--- config.mk ---
export PLATFORM = sky130hd
export DESIGN_NAME = wor_options
export DESIGN_NICKNAME = d
export VERILOG_FILES = /design/src/verilog/wor_once_reg.v /design/src/verilog/wor_options.v
export VERILOG_INCLUDE_DIRS = /design/src /design/src/verilog
export SDC_FILE = /design/constraint.sdc
export NUM_CORES = 1
export LEC_CHECK = 0
export ABC_AREA = 1
export BUFFER_PORTS_ARGS = -buffer_cell sky130_fd_sc_hd__buf_2
export CAP_MARGIN = 20
export CORE_ASPECT_RATIO = 0.75
export CORE_UTILIZATION = 30
export DETAILED_ROUTE_END_ITERATION = 7
export GPL_TIMING_DRIVEN = 0
export PLACE_DENSITY = 0.65
export SYNTH_ARGS = -nofsm -noshare
export SYNTH_HDL_FRONTEND = slang
export SYNTH_SLANG_ARGS = --single-unit
--- constraint.sdc ---
create_clock -name core_clk_i -period 2.8 [get_ports core_clk_i]
set_input_delay 0.28 -clock core_clk_i [delete_from_list [all_inputs] [get_ports core_clk_i]]
set_output_delay 0.28 -clock core_clk_i [all_outputs]
set_load 0.1 [all_outputs]
--- src/verilog/wor_defines.vh ---
// Offsets, bit positions, reset values and timing counts of the option block
`ifndef WOR_DEFINES_VH
`define WOR_DEFINES_VH

// Byte addresses of the two option registers (consecutive)
`define WOR_ADDR_B              8'h1e
`define WOR_ADDR_A              8'h1f
`define WOR_RESET_VAL           8'h00

// Fields of write_once_options_b
`define WOR_B_SERIAL_SRC        0
`define WOR_B_OSC_IN_STOP       1
`define WOR_B_EXT_SLOW          2
`define WOR_B_XTAL_EN           3
`define WOR_B_CLK_EN            4

// Fields of write_once_options_a
`define WOR_A_WDOG_DIS          0
`define WOR_A_STOP_EN           1
`define WOR_A_SHORT_REC         2
`define WOR_A_LV_MODE           3
`define WOR_A_LV_PWR_DIS        4
`define WOR_A_LV_RST_DIS        5
`define WOR_A_LV_IN_STOP        6
`define WOR_A_WDOG_RATE         7

// Timing counts in oscillator clock cycles
`define WOR_STAB_LONG           13'd4096
`define WOR_STAB_SHORT          13'd16
`define WOR_REC_LONG            13'd4096
`define WOR_REC_SHORT           13'd32
`define WOR_WDOG_SHORT          19'd8176
`define WOR_WDOG_LONG           19'd262128

`endif

--- src/verilog/wor_once_reg.v ---
// One write-once byte register with reset value and write-lock tracking
`timescale 1ns/1ns
module wor_once_reg (
  input  wire       core_clk_i,
  input  wire       reset_i,
  input  wire       wr_i,
  input  wire [7:0] wdata_i,
  output reg  [7:0] value_o,
  output reg        locked_o
);

  // Accept the first write after reset, then freeze until reset
  always @(posedge core_clk_i or posedge reset_i) begin
    if (reset_i) begin
      value_o  <= 8'h00;
      locked_o <= 1'b0;
    end else if (wr_i && !locked_o) begin
      value_o  <= wdata_i;
      locked_o <= 1'b1;
    end
  end

endmodule

--- src/verilog/wor_options.v ---
// Write-once option register pair with decoded system option outputs
//
// Function
// - Accept one write per register after each reset, then hold value.
// - Reset clears all option bits except those with narrower reset.
// - Two consecutive byte addresses; reads have no side effects.
// - Clock pin enable turns oscillator pin one into clock input.
// - Crystal enable needs clock enable; both make pin two crystal pin.
// - Slow crystal bit selects slow range; monitor range follows pin two crystal.
// - Without crystal enable the monitor accepts the wide external range.
// - Stabilization timeout 4096 cycles with crystal enable set (even without clock enable), else 16.
// - Oscillator-in-stop keeps the clock generator running in stop; else it stops in stop mode.
// - Serial port clock: bus clock when set, oscillator clock else.
// - Watchdog rate picks 2^13-2^4 or 2^18-2^4 cycle timeout.
// - Monitor runs in stop only with its in-stop bit set and power enabled.
// - Low-voltage reset disable blocks monitor resets.
// - Power disable bit powers down the low-voltage monitor.
// - Mode bit picks 5 V or 3 V; only power-on reset clears.
// - Short recovery: 32 cycles when set, 4096 cycles when clear.
// - Stop exit by low-voltage reset always uses long recovery.
// - Stop enable clear makes stop an illegal opcode.
// - Watchdog disable bit disables the watchdog.
// - Disabled stop instruction raises an illegal-opcode reset.
`timescale 1ns/1ns
`include "wor_defines.vh"
module wor_options (
  input  wire        core_clk_i,
  input  wire        reset_i,
  input  wire        por_i,
  // APB slave
  input  wire        psel_i,
  input  wire        penable_i,
  input  wire        pwrite_i,
  input  wire [31:0] paddr_i,
  input  wire [31:0] pwdata_i,
  output wire        pready_o,
  output wire        pslverr_o,
  output reg  [31:0] prdata_o,
  // Events from the rest of the chip
  input  wire        stop_opcode_i,
  input  wire        stop_mode_i,
  input  wire        lv_reset_req_i,
  input  wire        stop_exit_by_lv_i,
  // Decoded options
  output reg         osc_pin_one_clock_o,
  output reg         osc_pin_two_crystal_o,
  output reg         slow_crystal_select_o,
  output reg         monitor_crystal_range_o,
  output reg  [12:0] stab_timeout_cycles_o,
  output reg         clock_gen_run_o,
  output reg         serial_port_clock_source_o,
  output reg  [18:0] watchdog_timeout_cycles_o,
  output reg         watchdog_enable_o,
  output reg         low_voltage_power_on_o,
  output reg         low_voltage_run_in_stop_o,
  output reg         low_voltage_reset_o,
  output reg         low_voltage_mode_5v_o,
  output reg  [12:0] stop_recovery_cycles_o,
  output reg         stop_execute_o,
  output reg         illegal_opcode_reset_o,
  output wire [7:0]  options_a_o,
  output wire [7:0]  options_b_o,
  output wire [1:0]  options_locked_o
);

  // ------------------------------------------------------------
  // Bus decode
  // ------------------------------------------------------------
  wire        acc_w;
  wire        hit_a_w;
  wire        hit_b_w;
  wire        wr_a_w;
  wire        wr_b_w;
  wire [7:0]  opt_a_w;
  wire [7:0]  opt_b_w;
  wire        lock_a_w;
  wire        lock_b_w;
  reg         mode_r;

  // Zero-wait access; unmapped addresses answer with an error
  assign acc_w     = psel_i && penable_i;
  assign hit_b_w   = (paddr_i == {24'h000000, `WOR_ADDR_B});
  assign hit_a_w   = (paddr_i == {24'h000000, `WOR_ADDR_A});
  assign pready_o  = 1'b1;
  assign pslverr_o = acc_w && !hit_a_w && !hit_b_w;
  assign wr_a_w    = acc_w && pwrite_i && hit_a_w;
  assign wr_b_w    = acc_w && pwrite_i && hit_b_w;

  // ------------------------------------------------------------
  // Write-once storage
  // ------------------------------------------------------------
  // Each register latches its first write and drops later ones
  wor_once_reg u_reg_a (
    .core_clk_i (core_clk_i),
    .reset_i    (reset_i),
    .wr_i       (wr_a_w),
    .wdata_i    (pwdata_i[7:0]),
    .value_o    (opt_a_w),
    .locked_o   (lock_a_w)
  );

  wor_once_reg u_reg_b (
    .core_clk_i (core_clk_i),
    .reset_i    (reset_i),
    .wr_i       (wr_b_w),
    .wdata_i    (pwdata_i[7:0]),
    .value_o    (opt_b_w),
    .locked_o   (lock_b_w)
  );

  // Voltage-mode bit: cleared only by power-on reset
  always @(posedge core_clk_i or posedge por_i) begin
    if (por_i) begin
      mode_r <= 1'b0;
    end else if (wr_a_w && !lock_a_w) begin
      mode_r <= pwdata_i[`WOR_A_LV_MODE];
    end
  end

  assign options_a_o      = {opt_a_w[7:4], mode_r, opt_a_w[2:0]};
  assign options_b_o      = opt_b_w;
  assign options_locked_o = {lock_a_w, lock_b_w};

  // ------------------------------------------------------------
  // Read path
  // ------------------------------------------------------------
  // Registered read data, reads change no state
  always @(posedge core_clk_i or posedge reset_i) begin
    if (reset_i) begin
      prdata_o <= 32'h00000000;
    end else if (psel_i && !penable_i && !pwrite_i) begin
      if (paddr_i == {24'h000000, `WOR_ADDR_A}) begin
        prdata_o <= {24'h000000, options_a_o};
      end else if (paddr_i == {24'h000000, `WOR_ADDR_B}) begin
        prdata_o <= {24'h000000, options_b_o};
      end else begin
        prdata_o <= 32'h00000000;
      end
    end
  end

  // ------------------------------------------------------------
  // Option decode
  // ------------------------------------------------------------
  wire clk_en_w;
  wire xtal_en_w;
  wire lv_pwr_dis_w;
  wire stop_en_w;

  assign clk_en_w     = opt_b_w[`WOR_B_CLK_EN];
  assign xtal_en_w    = opt_b_w[`WOR_B_XTAL_EN];
  assign lv_pwr_dis_w = opt_a_w[`WOR_A_LV_PWR_DIS];
  assign stop_en_w    = opt_a_w[`WOR_A_STOP_EN];

  // Registered option outputs follow the stored bits
  always @(posedge core_clk_i or posedge reset_i) begin
    if (reset_i) begin
      osc_pin_one_clock_o        <= 1'b0;
      osc_pin_two_crystal_o      <= 1'b0;
      slow_crystal_select_o      <= 1'b0;
      monitor_crystal_range_o    <= 1'b0;
      stab_timeout_cycles_o      <= `WOR_STAB_SHORT;
      clock_gen_run_o            <= 1'b1;
      serial_port_clock_source_o <= 1'b0;
      watchdog_timeout_cycles_o  <= `WOR_WDOG_LONG;
      watchdog_enable_o          <= 1'b1;
      low_voltage_power_on_o     <= 1'b1;
      low_voltage_run_in_stop_o  <= 1'b0;
      low_voltage_reset_o        <= 1'b0;
      low_voltage_mode_5v_o      <= 1'b0;
      stop_recovery_cycles_o     <= `WOR_REC_LONG;
      stop_execute_o             <= 1'b0;
      illegal_opcode_reset_o     <= 1'b0;
    end else begin
      osc_pin_one_clock_o   <= clk_en_w;
      osc_pin_two_crystal_o <= clk_en_w && xtal_en_w;
      slow_crystal_select_o <= opt_b_w[`WOR_B_EXT_SLOW];
      // Crystal range only when the crystal is really enabled
      monitor_crystal_range_o <= clk_en_w && xtal_en_w;
      stab_timeout_cycles_o <= xtal_en_w ? `WOR_STAB_LONG
                                         : `WOR_STAB_SHORT;
      clock_gen_run_o <= !stop_mode_i ||
                         opt_b_w[`WOR_B_OSC_IN_STOP];
      serial_port_clock_source_o <= opt_b_w[`WOR_B_SERIAL_SRC];
      watchdog_timeout_cycles_o <= opt_a_w[`WOR_A_WDOG_RATE]
                                   ? `WOR_WDOG_SHORT
                                   : `WOR_WDOG_LONG;
      watchdog_enable_o <= !opt_a_w[`WOR_A_WDOG_DIS];
      low_voltage_power_on_o <= !lv_pwr_dis_w;
      low_voltage_run_in_stop_o <= opt_a_w[`WOR_A_LV_IN_STOP] &&
                                   !lv_pwr_dis_w;
      low_voltage_reset_o <= lv_reset_req_i &&
                             !opt_a_w[`WOR_A_LV_RST_DIS];
      low_voltage_mode_5v_o <= mode_r;
      // Low-voltage stop exit forces the long delay
      stop_recovery_cycles_o <= (opt_a_w[`WOR_A_SHORT_REC] &&
                                 !stop_exit_by_lv_i)
                                ? `WOR_REC_SHORT
                                : `WOR_REC_LONG;
      stop_execute_o <= stop_opcode_i && stop_en_w;
      illegal_opcode_reset_o <= stop_opcode_i && !stop_en_w;
    end
  end

endmodule
==> impl_metrics.py <==
metrics = {
    "synth": {
        "ys_seq_elements": 43,
        "synth.avg_cell_area_um2": 8.12,
        "synthCells": 314,
        "yosysUniqueCellTypes": 20,
        "ys_seq_area_share_pct": 42.5,
        "yosysWarningCount": 0,
        "synth_area_um2": 2550,
    },
    "sta": {
        "hold-worst-slack_ns": 0.116,
        "tns_ns": 0,
        "rsz0062_at_grt": "no",
        "post-route-period-util_pct": 60.7,
        "finalCriticalPeriod_ns": 1.70,
        "skew_ns": 0.00256,
        "setup-violations-final": 0,
        "slew_headroom_pct": 41.4,
        "worst_pin_slew_ns": 0.878,
        "max_freq_ghz": 0.588,
        "hold_violations": 0,
        "drv_slew": 0,
    },
    "grt": {
        "grt_start_max_net_pins": 43,
        "grt-ovfl-total": 0,
        "grt_pass1_vias": 2002,
        "grt_pass1_wl_mm": 9.54,
        "grt_usage_pct": 14.1,
        "antenna_found_initial": 1,
    },
    "detailed_routing": {
        "drt_wl_total_mm": 6.13,
        "drt_iter0_markers": 112,
        "drc": 0,
        "via_per_inst": 3.85,
        "firstDrtPassIters": 4,
        "vias": 2255,
        "post_drt_wl_per_cell_um": 10.5,
        "drtAntennaViolNets": 0,
    },
    "critical_path": {
        "slowest_delay_ns": 0.29,
        "crit_end": "pslverr_o",
        "r2r_slack_ns": 1.69,
        "reg2reg_to": "u_reg_a.locked_o$_DFFE_PP0P_",
        "path_class": "in2out",
        "crit_path_start": "paddr_i[31]",
        "ff2ff_path_depth": 3,
        "crit_path_max_fanout": 10,
        "path_cells": "buf_2 > nor2_1 > nand2_1 > nor2_2 > nand2_4 > nor2_8 > nor3_2 > buf_2",
        "worst_path_most_repeated_cell": "buf_2",
        "start_kind": "input port",
        "worstPathRequired_ns": 2.52,
        "cp_data_arrival_time_ns": 1.42,
        "rr_startpoint": "u_reg_a.locked_o$_DFFE_PP0P_",
        "critPathSlowestCell": "buf_2",
        "cp-end-kind": "output port",
    },
    "floorplanning": {
        "core_area_um2": 8060,
        "rows": 28,
        "io_pins": 184,
        "die_y_um": 81.8,
        "die-area_um2": 8870,
        "initial_core_util_pct": 31.6,
        "dieWidth_um": 108,
    },
    "final_layout": {
        "fillers": 797,
        "final_layout_size_suffix_gt1_share_pct": 42.5,
        "multi_input_comb_area_um2": 1030,
        "antennaDiodeCount": 0,
        "seq_area_um2": 1080,
        "nets": 553,
        "syn2layout_area_growth_pct": 39.2,
    },
    "pwr": {
        "intPower_mw": 1.05,
        "irDropWorstVdd_uv": 211,
        "p_switching_mw": 0.670,
        "p_seq_share_pct": 36.4,
        "powerDensity_nw_per_um2": 484,
        "p_leak_nw": 2.22,
        "pwr-share-comb_pct": 30.8,
        "power.share.switching_pct": 39.0,
        "power.share.clock_pct": 32.8,
    },
    "clock_network": {
        "ctsResizeCount": 0,
        "cts.sinks": 43,
        "cts_buffer_depth": 2,
        "cts_tree": "built",
        "htreeDepth": 2,
        "cts.root.buffer_cell": "clkbuf_16",
        "cts.clk_slew.worst_paths_ns": 0.06,
        "cts_buffers": 5,
        "clk_latency_ns": 0.28,
        "cts_setup_buffers": 0,
    },
    "place": {
        "post-dp-hpwl_mm": 4.86,
        "port_buffers": 98,
        "place_congestion": 0.837,
    },
    "run": {
        "max_cap_viol_count": 0,
    },
    "worst_hold_path": {
        "min_from": "stop_mode_i",
        "holdPathStages": 2,
        "hold_path_class": "in2reg",
    },
    "outcome": {
        "status": "complete, no violations",
    },
}
[power groups by stage]
stage / sequential, mW / combinational (mW) / clock, mW
2_1_floorplan: 0.653 / 0.460 / 0
3_5_place_dp: 0.636 / 0.525 / 0
4_1_cts: 0.625 / 0.526 / 0.582
3_3_place_gp: 0.636 / 0.523 / 0
6_report: 0.625 / 0.528 / 0.564
5_1_grt: 0.625 / 0.551 / 0.605
[layout by cell type (no fill, tap or decap)]
cell type,n
clkinv_2,1
buf_2,99
nor2_2,6
nand2_2,3
clkbuf_16,5
nor2_8,2
conb_1,61
nor2_1,21
dlygate4sd3_1,1
dfrtp_1,37
clkinv_1,2
nor2_4,3
dfstp_2,6
inv_2,4
nand2_1,88
clkinvlp_4,1
nor3_2,1
nand2_4,1
nand3_4,2
nand3_1,19
buf_6,1
inv_1,29
clkbuf_1,1
buf_4,69
nand4_1,17
[layer usage]
metal	global-route usage, %	wire, um	up-vias
met5	0	0	-
met4	2.43	36	0
met3	4.76	583	4
met2	23.4	2800	89
met1	18.0	2710	992
li1	-	-	1170
[critical path: cells and delay by family]
kind / cells / cell delay, ns
simple gates: 6 / 0.75
buf+inv: 2 / 0.38
[cell usage after synthesis]
master,n,share of area (%)
inv_1,30,4.4
nor3_1,1,0.20
nor2_1,21,3.1
conb_1,2,0.29
dfstp_2,6,6.2
buf_6,1,0.44
nand2_2,3,0.74
nor2_8,2,1.6
nand2_4,1,0.44
nor2_4,3,1.3
nand2_1,88,13
buf_4,69,20
clkinv_1,2,0.29
nor2_2,6,1.5
nand3_1,19,3.7
nand4_1,17,4.2
inv_2,3,0.44
nand3_4,2,1.4
dfrtp_1,37,36
buf_2,1,0.20
[sequential cells by signal (all words and copies together), names as in the netlist, 2 cells and up]
signal,flops
stab_timeout_cycles_o,2
prdata_o,8
stop_recovery_cycles_o,2
u_reg_b.value_o,8
u_reg_a.value_o,7
[worst min-delay path by stage]
stage                                           end  slack (ns)
final                     clock_gen_run_o$_DFF_PP1_        0.12
after global routing      clock_gen_run_o$_DFF_PP1_        0.13
after CTS                 clock_gen_run_o$_DFF_PP1_        0.11
after detailed placement         mode_r$_DFFE_PP0P_        0.12
after global placement           mode_r$_DFFE_PP0P_        0.12
after floorplan                  mode_r$_DFFE_PP0P_       0.009
[timing repair]
action / CTS / global route
hold buffers: 1 / 0
hold endpoints to repair: 1 / 0
endpoints found under the setup margin: 0 / 0
[metrics by stage]
| stage | setup WS [ns] | utilization (%) | total power, mW | std cells | cell area (um2) |
|---|---|---|---|---|---|
| 2_1_floorplan | 0.683 | - | 1.11 | 373 | 2780 |
| 3_3_place_gp | 0.976 | 42.2 | 1.16 | 576 | 3400 |
| 3_5_place_dp | 1.09 | 42.2 | 1.16 | 576 | 3400 |
| 4_1_cts | 1.09 | 44.0 | 1.73 | 585 | 3550 |
| 5_1_grt | 0.992 | 44.0 | 1.78 | 585 | 3550 |
| 6_report | 1.10 | 44.0 | 1.72 | 585 | 3550 |
[logic make-up (layout without fill, tap and decap cells)]
group,count (synthesis),count (layout),synth area share [%]
and+or+nand+nor,163,163,31.1
buffers and inverters,106,213,26.1
DFF,43,43,42.5
other,2,61,0.295
[area by class of cell]
type                       instances  share of cell area (%)
clock inverter                     2                   0.353
buffer                            71                    15.1
inverter                          35                    3.70
clock buffer                       6                    3.63
sequential                        43                    30.5
multi-input combinational        224                    28.9
timing repair buffer              99                    14.1
tap                              105                    3.70
No activity file was read; power rests on OpenSTA's default activity.
